==> src/twbf_pkg.sv <==
// What this block does
// - SDA stable while SCL high, except conditions.
// - START/STOP are SDA edges during SCL high.
// - Bus busy from START until STOP.
// - Repeated START keeps bus busy until STOP.
// - Address packet: seven bits, direction, acknowledge.
// - Direction one means read, zero write.
// - Matching slave acknowledges address, busy slave releases.
// - After address NACK master stops or restarts.
// - Address byte travels most significant bit first.
// - Zero address is general call, write only.
// - General call with read bit is not answered.
// - Addresses 1111xxx are reserved, never our own.
// - Data packet: eight bits plus acknowledge bit.
// - Master makes clock and conditions; receiver acknowledges.
// - ACK drives SDA low, NACK leaves it released.
// - Receiver NACKs its final byte.
// - Data bytes travel most significant bit first.
// - Lines are only pulled low or released.
// - Power gate bit high keeps the interface disabled.
// - Master waits for SCL to rise; slaves stretch.
// - Master never sends START directly followed by STOP.
package twbf_pkg;
    localparam int          TWBF_CLK_HZ       = 100_000_000;
    localparam int          TWBF_SCL_HZ       = 100_000;
    localparam int          TWBF_HALF_CYC     = TWBF_CLK_HZ / (4 * TWBF_SCL_HZ);
    localparam int          TWBF_ADDR_W       = 7;
    localparam int          TWBF_BITS_PKT     = 9;
    localparam logic [6:0]  TWBF_GCALL_ADDR   = 7'h00;
    localparam logic [3:0]  TWBF_RSVD_UPPER   = 4'hF;
    localparam logic [7:0]  TWBF_DATA_RST     = 8'h00;

    typedef enum logic [1:0] {
        TWBF_CMD_NONE,
        TWBF_CMD_START,
        TWBF_CMD_BYTE,
        TWBF_CMD_STOP
    } twbf_cmd_t;
endpackage

==> src/twbf_sync.sv <==
`timescale 1ns/1ps
`default_nettype none
module twbf_sync
    import twbf_pkg::*;
(
    input  wire logic clk_i,
    input  wire logic nrst_i,
    input  wire logic d_i,
    output logic      q_o
);
    logic meta_r;

    // Lines idle high, so reset to one avoids a false condition at release.
    always_ff @(posedge clk_i) begin
        if (!nrst_i) begin
            meta_r <= 1'b1;
            q_o    <= 1'b1;
        end else begin
            meta_r <= d_i;
            q_o    <= meta_r;
        end
    end
endmodule
`default_nettype wire

==> src/twbf_core.sv <==
`timescale 1ns/1ps
`default_nettype none
module twbf_core
    import twbf_pkg::*;
#(
    parameter int HALF_CYC = TWBF_HALF_CYC
) (
    input  wire logic       clk_i,
    input  wire logic       nrst_i,
    input  wire logic       serial_bus_power_gate_i,
    input  wire logic       scl_i,
    output logic            scl_o,
    output logic            scl_oe_n_o,
    input  wire logic       sda_i,
    output logic            sda_o,
    output logic            sda_oe_n_o,
    input  wire logic [6:0] own_addr_i,
    input  wire logic       gcall_en_i,
    input  wire logic       slave_ack_i,
    input  wire logic [7:0] slave_tx_data_i,
    input  wire logic       cmd_valid_i,
    input  wire twbf_cmd_t  cmd_i,
    input  wire logic [7:0] cmd_data_i,
    input  wire logic       cmd_ack_i,
    output logic            cmd_ready_o,
    output logic            bus_busy_o,
    output logic            start_o,
    output logic            stop_o,
    output logic            addr_valid_o,
    output logic            addressed_o,
    output logic            gcall_o,
    output logic            dir_read_o,
    output logic [7:0]      rx_data_o,
    output logic            rx_valid_o,
    output logic            rx_ack_o,
    output logic            mst_done_o,
    output logic [7:0]      mst_rx_data_o,
    output logic            mst_ack_o
);
    typedef enum logic [1:0] {
        TWBF_S_IDLE,
        TWBF_S_ADDR,
        TWBF_S_DATA,
        TWBF_S_SKIP
    } twbf_sst_t;

    typedef enum logic [2:0] {
        TWBF_M_IDLE,
        TWBF_M_START,
        TWBF_M_LOW,
        TWBF_M_HIGH,
        TWBF_M_STOP,
        TWBF_M_HOLD
    } twbf_mst_t;

    function automatic logic twbf_reserved(input logic [6:0] a);
        return a[6:3] == TWBF_RSVD_UPPER;
    endfunction

    logic       scl_s;
    logic       sda_s;
    logic       scl_q_r;
    logic       sda_q_r;
    logic       en;
    logic       scl_rise;
    logic       scl_fall;
    logic       start_det;
    logic       stop_det;
    logic       busy_r;
    twbf_sst_t  sst_r;
    logic [3:0] sbit_r;
    logic [7:0] sshift_r;
    logic [7:0] stx_r;
    logic       stx_mode_r;
    logic       sdrive_r;
    logic       addr_pkt_r;
    twbf_mst_t  mst_r;
    logic [15:0] mcnt_r;
    logic [3:0] mbit_r;
    logic [8:0] mshift_r;
    logic [7:0] mrx_r;
    logic       msda_r;
    logic       mscl_r;
    logic       mowner_r;
    logic       mhad_pkt_r;
    logic       cmd_start_r;
    logic       sack_slot;
    logic       mtime;

    twbf_sync u_scl_sync (.clk_i(clk_i), .nrst_i(nrst_i), .d_i(scl_i), .q_o(scl_s));
    twbf_sync u_sda_sync (.clk_i(clk_i), .nrst_i(nrst_i), .d_i(sda_i), .q_o(sda_s));

    assign en        = !serial_bus_power_gate_i;
    assign scl_rise  = scl_s && !scl_q_r;
    assign scl_fall  = !scl_s && scl_q_r;
    assign start_det = en && scl_s && scl_q_r && sda_q_r && !sda_s;
    assign stop_det  = en && scl_s && scl_q_r && !sda_q_r && sda_s;
    assign sack_slot = sbit_r == 4'(TWBF_BITS_PKT - 1);
    assign mtime     = mcnt_r == 16'(HALF_CYC - 1);

    always_ff @(posedge clk_i) begin
        if (!nrst_i) begin
            scl_q_r <= 1'b1;
            sda_q_r <= 1'b1;
        end else begin
            scl_q_r <= scl_s;
            sda_q_r <= sda_s;
        end
    end

    // A repeated START leaves the flag set; only STOP, reset or the power gate clears it.
    always_ff @(posedge clk_i) begin
        if (!nrst_i || !en) begin
            busy_r <= 1'b0;
        end else if (start_det) begin
            busy_r <= 1'b1;
        end else if (stop_det) begin
            busy_r <= 1'b0;
        end
    end

    // Slave side: bits sampled on SCL rise, driven after SCL fall.
    always_ff @(posedge clk_i) begin
        if (!nrst_i || !en) begin
            sst_r        <= TWBF_S_IDLE;
            sbit_r       <= 4'h0;
            sshift_r     <= TWBF_DATA_RST;
            stx_r        <= TWBF_DATA_RST;
            stx_mode_r   <= 1'b0;
            sdrive_r     <= 1'b0;
            addr_pkt_r   <= 1'b0;
            addr_valid_o <= 1'b0;
            addressed_o  <= 1'b0;
            gcall_o      <= 1'b0;
            dir_read_o   <= 1'b0;
            rx_data_o    <= TWBF_DATA_RST;
            rx_valid_o   <= 1'b0;
            rx_ack_o     <= 1'b0;
        end else begin
            addr_valid_o <= 1'b0;
            rx_valid_o   <= 1'b0;
            if (start_det) begin
                sst_r      <= TWBF_S_ADDR;
                sbit_r     <= 4'h0;
                sdrive_r   <= 1'b0;
                stx_mode_r <= 1'b0;
                addr_pkt_r <= 1'b0;
                addressed_o <= 1'b0;
                gcall_o    <= 1'b0;
            end else if (stop_det) begin
                sst_r       <= TWBF_S_IDLE;
                sdrive_r    <= 1'b0;
                addressed_o <= 1'b0;
                gcall_o     <= 1'b0;
            end else if (sst_r != TWBF_S_IDLE && scl_rise) begin
                if (!sack_slot) begin
                    sshift_r <= {sshift_r[6:0], sda_s};
                    sbit_r   <= sbit_r + 4'h1;
                end else begin
                    sbit_r <= 4'h0;
                    // Marks a finished address packet, so the first fall after START stays in ADDR.
                    addr_pkt_r <= sst_r == TWBF_S_ADDR;
                    if (sst_r == TWBF_S_DATA && stx_mode_r) begin
                        rx_ack_o <= !sda_s;
                        if (sda_s) begin
                            sst_r <= TWBF_S_SKIP;
                        end
                    end
                end
                if (sst_r == TWBF_S_ADDR && sbit_r == 4'(TWBF_ADDR_W)) begin
                    addr_valid_o <= 1'b1;
                    dir_read_o   <= sda_s;
                    // Own address in the reserved range is never matched.
                    if (sshift_r[6:0] == own_addr_i && !twbf_reserved(own_addr_i)) begin
                        addressed_o <= slave_ack_i;
                    end else if (sshift_r[6:0] == TWBF_GCALL_ADDR && !sda_s) begin
                        addressed_o <= gcall_en_i;
                        gcall_o     <= gcall_en_i;
                    end
                end
                if (sst_r == TWBF_S_DATA && !stx_mode_r && sbit_r == 4'h7) begin
                    rx_data_o  <= {sshift_r[6:0], sda_s};
                    rx_valid_o <= 1'b1;
                end
            end else if (sst_r != TWBF_S_IDLE && scl_fall) begin
                if (sst_r == TWBF_S_ADDR && sbit_r == 4'h8) begin
                    sdrive_r <= addressed_o;
                    if (!addressed_o) begin
                        sst_r <= TWBF_S_SKIP;
                    end
                end else if (sbit_r == 4'h0 && sst_r != TWBF_S_SKIP &&
                             (sst_r != TWBF_S_ADDR || addr_pkt_r)) begin
                    addr_pkt_r <= 1'b0;
                    if (sst_r == TWBF_S_ADDR) begin
                        sst_r      <= TWBF_S_DATA;
                        stx_mode_r <= dir_read_o;
                        stx_r      <= slave_tx_data_i;
                    end else if (stx_mode_r) begin
                        stx_r <= slave_tx_data_i;
                    end
                    sdrive_r <= dir_read_o && (sst_r == TWBF_S_ADDR || stx_mode_r) &&
                                !slave_tx_data_i[7];
                end else if (sst_r == TWBF_S_DATA && stx_mode_r && sbit_r < 4'h8) begin
                    sdrive_r <= !stx_r[3'(7 - sbit_r)];
                end else if (sst_r == TWBF_S_DATA && !stx_mode_r && sbit_r == 4'h8) begin
                    sdrive_r <= slave_ack_i;
                end else begin
                    sdrive_r <= 1'b0;
                end
            end
        end
    end

    // Master side: one command at a time, held in the bit engine.
    always_ff @(posedge clk_i) begin
        if (!nrst_i || !en) begin
            mst_r         <= TWBF_M_IDLE;
            mcnt_r        <= 16'h0;
            mbit_r        <= 4'h0;
            mshift_r      <= 9'h1FF;
            mrx_r         <= TWBF_DATA_RST;
            msda_r        <= 1'b1;
            mscl_r        <= 1'b1;
            mowner_r      <= 1'b0;
            mhad_pkt_r    <= 1'b0;
            cmd_start_r   <= 1'b0;
            mst_done_o    <= 1'b0;
            mst_rx_data_o <= TWBF_DATA_RST;
            mst_ack_o     <= 1'b0;
        end else begin
            mst_done_o <= 1'b0;
            mcnt_r     <= mtime ? 16'h0 : mcnt_r + 16'h1;
            unique case (mst_r)
                TWBF_M_IDLE: begin
                    mcnt_r <= 16'h0;
                    if (cmd_valid_i && cmd_i == TWBF_CMD_START && (!busy_r || mowner_r)) begin
                        mst_r  <= TWBF_M_START;
                        msda_r <= 1'b1;
                        mscl_r <= 1'b1;
                    end else if (cmd_valid_i && cmd_i == TWBF_CMD_BYTE && mowner_r) begin
                        mst_r    <= TWBF_M_LOW;
                        mshift_r <= {cmd_data_i, !cmd_ack_i};
                        mbit_r   <= 4'h0;
                    end else if (cmd_valid_i && cmd_i == TWBF_CMD_STOP && mowner_r && mhad_pkt_r) begin
                        mst_r  <= TWBF_M_STOP;
                        msda_r <= 1'b0;
                    end else if (cmd_valid_i && cmd_i != TWBF_CMD_NONE) begin
                        mst_done_o <= 1'b1;
                    end
                end
                TWBF_M_START: begin
                    if (mtime && scl_s) begin
                        msda_r <= 1'b0;
                        mst_r  <= TWBF_M_HOLD;
                        cmd_start_r <= 1'b1;
                    end
                end
                TWBF_M_HOLD: begin
                    if (mtime) begin
                        mscl_r      <= 1'b0;
                        mowner_r    <= 1'b1;
                        mhad_pkt_r  <= 1'b0;
                        cmd_start_r <= 1'b0;
                        mst_done_o  <= 1'b1;
                        mst_r       <= TWBF_M_IDLE;
                    end
                end
                TWBF_M_LOW: begin
                    mscl_r <= 1'b0;
                    // Data moves two cycles into the low phase, never together with an SCL edge.
                    if (mcnt_r == 16'h1) begin
                        msda_r <= mshift_r[8];
                    end
                    if (mtime) begin
                        mscl_r <= 1'b1;
                        mst_r  <= TWBF_M_HIGH;
                    end
                end
                TWBF_M_HIGH: begin
                    if (!scl_s) begin
                        mcnt_r <= 16'h0;
                    end else if (mtime) begin
                        mscl_r   <= 1'b0;
                        mshift_r <= {mshift_r[7:0], 1'b1};
                        mbit_r   <= mbit_r + 4'h1;
                        if (mbit_r < 4'h8) begin
                            mrx_r <= {mrx_r[6:0], sda_s};
                            mst_r <= TWBF_M_LOW;
                        end else begin
                            mst_ack_o     <= !sda_s;
                            mst_rx_data_o <= mrx_r;
                            mhad_pkt_r    <= 1'b1;
                            mst_done_o    <= 1'b1;
                            mst_r         <= TWBF_M_IDLE;
                        end
                    end
                end
                TWBF_M_STOP: begin
                    mscl_r <= 1'b1;
                    if (mtime && scl_s) begin
                        msda_r     <= 1'b1;
                        mowner_r   <= 1'b0;
                        mst_done_o <= 1'b1;
                        mst_r      <= TWBF_M_IDLE;
                    end
                end
                default: mst_r <= TWBF_M_IDLE;
            endcase
        end
    end

    // Outputs only ever pull low; the enable is low when driving.
    assign scl_o       = 1'b0;
    assign sda_o       = 1'b0;
    assign scl_oe_n_o  = mscl_r;
    assign sda_oe_n_o  = msda_r && !sdrive_r;
    assign cmd_ready_o = en && mst_r == TWBF_M_IDLE;
    assign bus_busy_o  = busy_r;
    assign start_o     = start_det;
    assign stop_o      = stop_det;
endmodule
`default_nettype wire

==> config.mk <==
export PLATFORM = sky130hd
export DESIGN_NAME = twbf_core
export DESIGN_NICKNAME = d
export VERILOG_FILES = /design/src/twbf_pkg.sv /design/src/twbf_sync.sv /design/src/twbf_core.sv
export SDC_FILE = /design/constraint.sdc
export NUM_CORES = 1
export LEC_CHECK = 0
export BUFFER_PORTS_ARGS = -buffer_cell sky130_fd_sc_hd__buf_2
export CAP_MARGIN = 20
export CELL_PAD_IN_SITES_DETAIL_PLACEMENT = 1
export CELL_PAD_IN_SITES_GLOBAL_PLACEMENT = 1
export CORE_ASPECT_RATIO = 0.75
export CORE_MARGIN = 4
export CORE_UTILIZATION = 27
export DETAILED_ROUTE_END_ITERATION = 10
export PLACE_DENSITY = 0.64
export SLEW_MARGIN = 20
export SYNTH_ARGS = -nofsm -noshare
export SYNTH_HDL_FRONTEND = slang
export SYNTH_SLANG_ARGS = --single-unit
==> constraint.sdc <==
create_clock -name clk_i -period 1.7 [get_ports clk_i]
set_input_delay 0.17 -clock clk_i [delete_from_list [all_inputs] [get_ports clk_i]]
set_output_delay 0.17 -clock clk_i [all_outputs]
set_load 0.1 [all_outputs]
# --- Word level (Yosys, flattened, before mapping) ---
# Index checks and enable logic that the tools add are counted.
classes:
  add_sub_neg: 4
  n_lt_le_gt_ge: 3
  n_eq_ne: 41
  muxes: 83
  n_bitwise: 7
  reduce_logical: 95
ops:
  columns: ["op", "count"]
  rows:
  - ["1-bit 2-to-1 mux", 41]
  - ["9-bit 2-to-1 mux", 4]
  - ["1-bit logical AND", 34]
  - ["16-bit 2-to-1 mux", 2]
  - ["16-bit one-hot mux with 2 select lines", 1]
  - ["7-bit AND reduction", 4]
  - ["3-bit 2-to-1 mux", 9]
  - ["2-bit inequality test (second input constant)", 13]
  - ["4-bit AND reduction", 6]
  - ["2-bit 2-to-1 mux", 10]
  - ["4-bit 2-to-1 mux", 5]
  - ["5-bit AND reduction", 4]
  - ["2-bit nonzero test", 10]
  - ["3-bit one-hot mux with 6 select lines", 1]
  - ["9-bit one-hot mux with 2 select lines", 1]
  - ["16-bit by 1-bit adder with 16-bit output (second input constant)", 1]
  - ["16-bit by 1-bit == test with 1-bit output (second input constant)", 1]
  - ["16-bit by 8-bit == test with 1-bit output (second input constant)", 1]
  - ["8-bit 2-to-1 mux", 2]
  - ["5-bit nonzero test", 3]
  - ["1-bit zero test", 13]
  - ["6-bit AND reduction", 2]
  - ["3-bit inequality test (second input constant)", 3]
  - ["3-bit AND reduction", 3]
  - ["32 further kinds", 59]
totals:
  register_bits: 99

# --- Depth between registers and ports, before layout ---
depth:
  ltp_word: 9
  mapped_depth: 9
  ltp_nobuf: 7

# --- Cells and area by module ---
# From an unflattened synthesis, not the netlist that was laid out.
hier_totals:
  hier_cells: 552
  hier_area_um2: 4739.5
by_module_without_submodules:
  columns: ["mod", "instances", "cells_each", "area_each_um2", "seq_area_each_um2"]
  rows:
  - ["twbf_core", 1, 544, 4634.4, 1901.8]
  - ["twbf_sync", 2, 4, 52.6, 40.0]

# --- Least setup slack after synthesis ---
# Ideal clock, no wire load.
synth_path:
  kind: "register to register"
  from: "reg u_sda_sync.q_o"
  to: "reg stx_r[0]"
  setup_ps: 128
  arrival_ps: 3482
  required_time_ps: 1572
  path_slack_ps: -1910
  stages_incl_launch_ff: 8
  n_path_buf: 2
  synth_period_minus_slack_ps: 3610
  cell_sequence: "dfxtp_1 -> clkbuf_1 -> nand2b_1 -> nor3_1 -> and4bb_1 -> buf_4 -> mux2i_1 -> nor2_1"
synth_via:
  elab_chain_len: 4
synth_rtl:
  columns: ["item", "line", "source"]
  rows:
  - ["start: declaration", "twbf_sync.sv:9", "output logic q_o"]
  - ["start signal: assignment", "twbf_sync.sv:20", "q_o <= meta_r;"]
  - ["1-bit zero test", "twbf_core.sv:96", "assign start_det = en && scl_s && scl_q_r && sda_q_r && !sda_s;"]
  - ["1-bit logical AND", "twbf_core.sv:96", null]
  - ["named net start_o", "twbf_core.sv:27", "output logic start_o,"]
  - ["1-bit inverter (no source line)", null, null]
  - ["7-bit AND reduction (no source line)", null, null]
  - ["end signal: assignment", "twbf_core.sv:197", "stx_r <= slave_tx_data_i;"]
  - ["end signal: assignment", "twbf_core.sv:199", "stx_r <= slave_tx_data_i;"]
  - ["end: declaration", "twbf_core.sv:73", "logic [7:0] stx_r;"]
# The timed path passes the listed nets, and every way through them passes these cells.
# A chain may end at the register's enable or synchronous reset.

# --- Worst setup path after layout ---
layout_path:
  from: "reg mcnt_r[2]"
  to: "reg mst_rx_data_o[6]"
layout_via:
  elab_chain_len: 2
layout_rtl:
  columns: ["item", "line", "source"]
  rows:
  - ["start: declaration", "twbf_core.sv:78", "logic [15:0] mcnt_r;"]
  - ["start signal: assignment", "twbf_core.sv:232", "mcnt_r <= mtime ? 16'h0 : mcnt_r + 16'h1;"]
  - ["16-bit by 8-bit == test with 1-bit output", "twbf_core.sv:99", "assign mtime = mcnt_r == 16'(HALF_CYC - 1);"]
  - ["4-bit AND reduction (no source line)", null, null]
  - ["end signal: assignment", "twbf_core.sv:291", "mst_rx_data_o <= mrx_r;"]
  - ["end: declaration", "twbf_core.sv:37", "output logic [7:0] mst_rx_data_o,"]
# Every way passes these cells.

==> metrics.yaml <==
drt:
  drcViolationCount: 0
  antenna_left: 0
  routedWlPerCell_um: 16.8
  vias_per_cell: 4.86
  finalWirelength_um: 14600
  first_iter_violations: 225
  route.vias.total: 4225
  drt-pass1-iter-count: 4
cells_and_area:
  syn_to_final_growth_pct: 40.9
  final_common_cell: "dfxtp_1"
  fin_util: 0.389
  layout-drive-gt1-share: 0.394
  n_antenna_cell: 0
  final_cell_mix: "78 x dfxtp_1, 70 x nor2_1, 60 x buf_2, 60 x buf_4, 46 x mux2i_1"
  final_nets: 688
  nFillCells: 1963
  fin_area_um2: 6590
sta:
  fin_ws_ns: -0.00275
  rsz0062_at_grt: "yes"
  setup_violations: 1
  slew_viol_final: 0
  hold_viol: 0
  fmax_mhz: 587
  skew_ns: 0.00646
  totalNegativeSetupSlack_ns: -0.00275
  fin_crit_ns: 1.70
  period_share: 1.00
grt:
  met3_usage: 0.0342
  grt_busiest_layer: "met2"
  grt-ovfl-total: 0
  grt_use_met1: 0.198
  antenna_found_initial: 0
  grt_max_degree: 44
  grt_use_met2: 0.240
  grt_use_total: 0.146
  grt_pass1_vias: 4467
  grt_first_pass_wirelength_um: 23100
cts:
  clk_path_buf_depth: 2
  clk_pin_slew_ns: 0.07
  clock-sinks: 99
  htreeDepth: 3
  clockRootBuffer: "clkbuf_16"
  tritoncts: "done"
  cts_made_buffers: 9
  clk_latency_ns: 0.36
pwr:
  p_total_mw: 4.78
  irDropWorstVdd_mv: 0.427
  p_leak_nw: 2.57
  power.density_nw_per_um2: 726
logic_synthesis:
  syn_area_um2: 4680
  yosys_warnings: 0
  avgSynthCellArea_um2: 8.89
  ys_types: 64
  ys_seq_area_frac: 0.424
  synth.top_cell.area_share: 0.424
  syn_inst: 526
  synth-main-ff-cell: "dfxtp_1"
  synthTopCellsByArea: "dfxtp_1 42%, mux2i_1 9.8%, nor2_1 5.8%, nand2_1 3.9%, a21oi_1 3.1%"
  yosysTopAreaCell: "dfxtp_1"
  async_flop_share: 0
  synth-edff-count: 0
  synth-seq-cells: 99
floorplanning:
  die_h_um: 122
  initial_core_util: 0.276
  core_um2: 16900
  dieArea_um2: 19500
  chipWidth_um: 160
  io_pins: 66
  fp-row-count: 41
setup_path:
  worstSetupEndpointType: "flop"
  r2r_slack_ns: -0.003
  crit_path_start_kind: "flop"
  cp.arrival_ns: 2.00
  cpMaxStageDelayCell: "dfxtp_2"
  crit_fanout: 5
  worstSetupPathType: "reg -> reg"
  cp_cell_sequence: "nor4_4, and4_4, buf_6, and3_4, clkbuf_16, nand2_2, a21oi_2"
  slowest_delay_ns: 0.34
  worstPathRequired_ns: 1.99
placement:
  globalplace.congestion: 0.868
  numPortBuffers: 63
  post-place-ws_ns: -0.149
  hpwl_um: 10600
  post_dp_cell_area_um2: 5760
status:
  violations: "setup timing"
  status: "finished with violations"
job:
  maxCapViolCount: 0
min_path:
  hp-class: "in -> reg"
-- state kept, by name, indices dropped and copies added, names as in the netlist, 2 cells and up --
register and count:
mst_r 3, sbit_r 4, stx_r 8, sshift_r 7
rx_data_o 8, mbit_r 4, sst_r 2, mrx_r 8
mcnt_r 16, mst_rx_data_o 8, mshift_r 9
-- cells by family (layout without fill, tap and decap cells) --
family / Yosys count / after routing / share of synthesized area
mux: 56 / 56 / 0.127
flops: 99 / 99 / 0.424
other cells: 1 / 2 / 0.000802
buf+inv: 47 / 174 / 0.0473
xor+xnor: 22 / 22 / 0.0412
fa+ha+maj: 5 / 5 / 0.0134
simple gates: 220 / 220 / 0.240
compound gates: 76 / 76 / 0.106
-- per-layer routing --
layer | wire length (um) | vias up | share of wire
met5 | 0 | - | 0
met4 | 135 | 0 | 0.0092
met3 | 357 | 12 | 0.024
met2 | 6980 | 50 | 0.48
met1 | 7160 | 2082 | 0.49
li1 | - | 2081 | -
-- final timing paths --
kind / cells past startpoint / startpoint / to
worst max-delay path: 7 / mcnt_r[2]$_SDFF_PP0_ / mst_rx_data_o[6]$_SDFFE_PP0P_
worst min-delay path: 3 / slave_tx_data_i[2] / stx_r[2]$_SDFFE_PP0P_
worst max register to register: 7 / mcnt_r[2]$_SDFF_PP0_ / mst_rx_data_o[6]$_SDFFE_PP0P_
worst min register to register: 1 / u_sda_sync.meta_r$_SDFF_PN1_ / u_sda_sync.q_o$_SDFF_PN1_
-- cell usage after synthesis, drive strengths merged (2+ instances only) --
master,n
o221ai,2
ha,5
and3b,2
clkbuf,13
a211oi,2
mux2i,46
xnor2,15
a32oi,2
o21ai,14
and4,2
nand3,17
a31oi,8
nand4,5
inv,18
a31o,2
or3,7
nand2b,14
buf,16
o2111ai,2
and2,6
nor4,13
o31ai,2
a21oi,30
nand2,49
nor2,73
nor2b,4
nor3,11
dfxtp,99
mux4,2
nor3b,2
xor2,7
nand3b,4
o211ai,2
mux2,8
and3,6
-- per-stage QoR --
| stage | cells | hold slack (ns) |
|---|---|---|
| after floorplan | 527 | 0.239 |
| after global placement | 840 | 0.375 |
| after detailed placement | 840 | 0.374 |
| after CTS | 858 | 0.0430 |
| after global routing | 869 | 0.0479 |
| final | 869 | 0.0579 |
-- power breakdown --
| part | switching, mW | leakage, nW | internal, mW |
|---|---|---|---|
| Sequential | 0.00979 | 0.808 | 2.32 |
| Clock | 0.976 | 0.150 | 1.17 |
| Combinational | 0.190 | 1.61 | 0.118 |
| Total | 1.18 | 2.57 | 3.61 |
-- repair_timing --
item	CTS	global route
cloned	1	1
hold endpoints to repair	2	0
hold buffers	2	0
pin swaps	8	35
endpoints found under the setup margin	75	81
resized for setup	37	72
buffers inserted	0	11
-- critical path, delay by kind of cell, from the launching register on --
family	cells	cell delay [ns]
flip-flops	1	0.34
buffers and inverters	2	0.29
AO/OA/AOI/OAI	1	0.12
AND/OR/NAND/NOR	4	0.89
-- layout make-up --
| class | instances | area, um^2 | area share |
|---|---|---|---|
| clock buffers | 9 | 225 | 0.0342 |
| inverters | 18 | 71.3 | 0.0108 |
| clock inverters | 7 | 82.6 | 0.0125 |
| flip-flops and latches | 99 | 2020 | 0.307 |
| repair buffers | 140 | 1080 | 0.164 |
| multi-input cells | 381 | 2850 | 0.432 |
| well taps | 215 | 269 | 0.0408 |
Power figures use the tool's default switching activity.
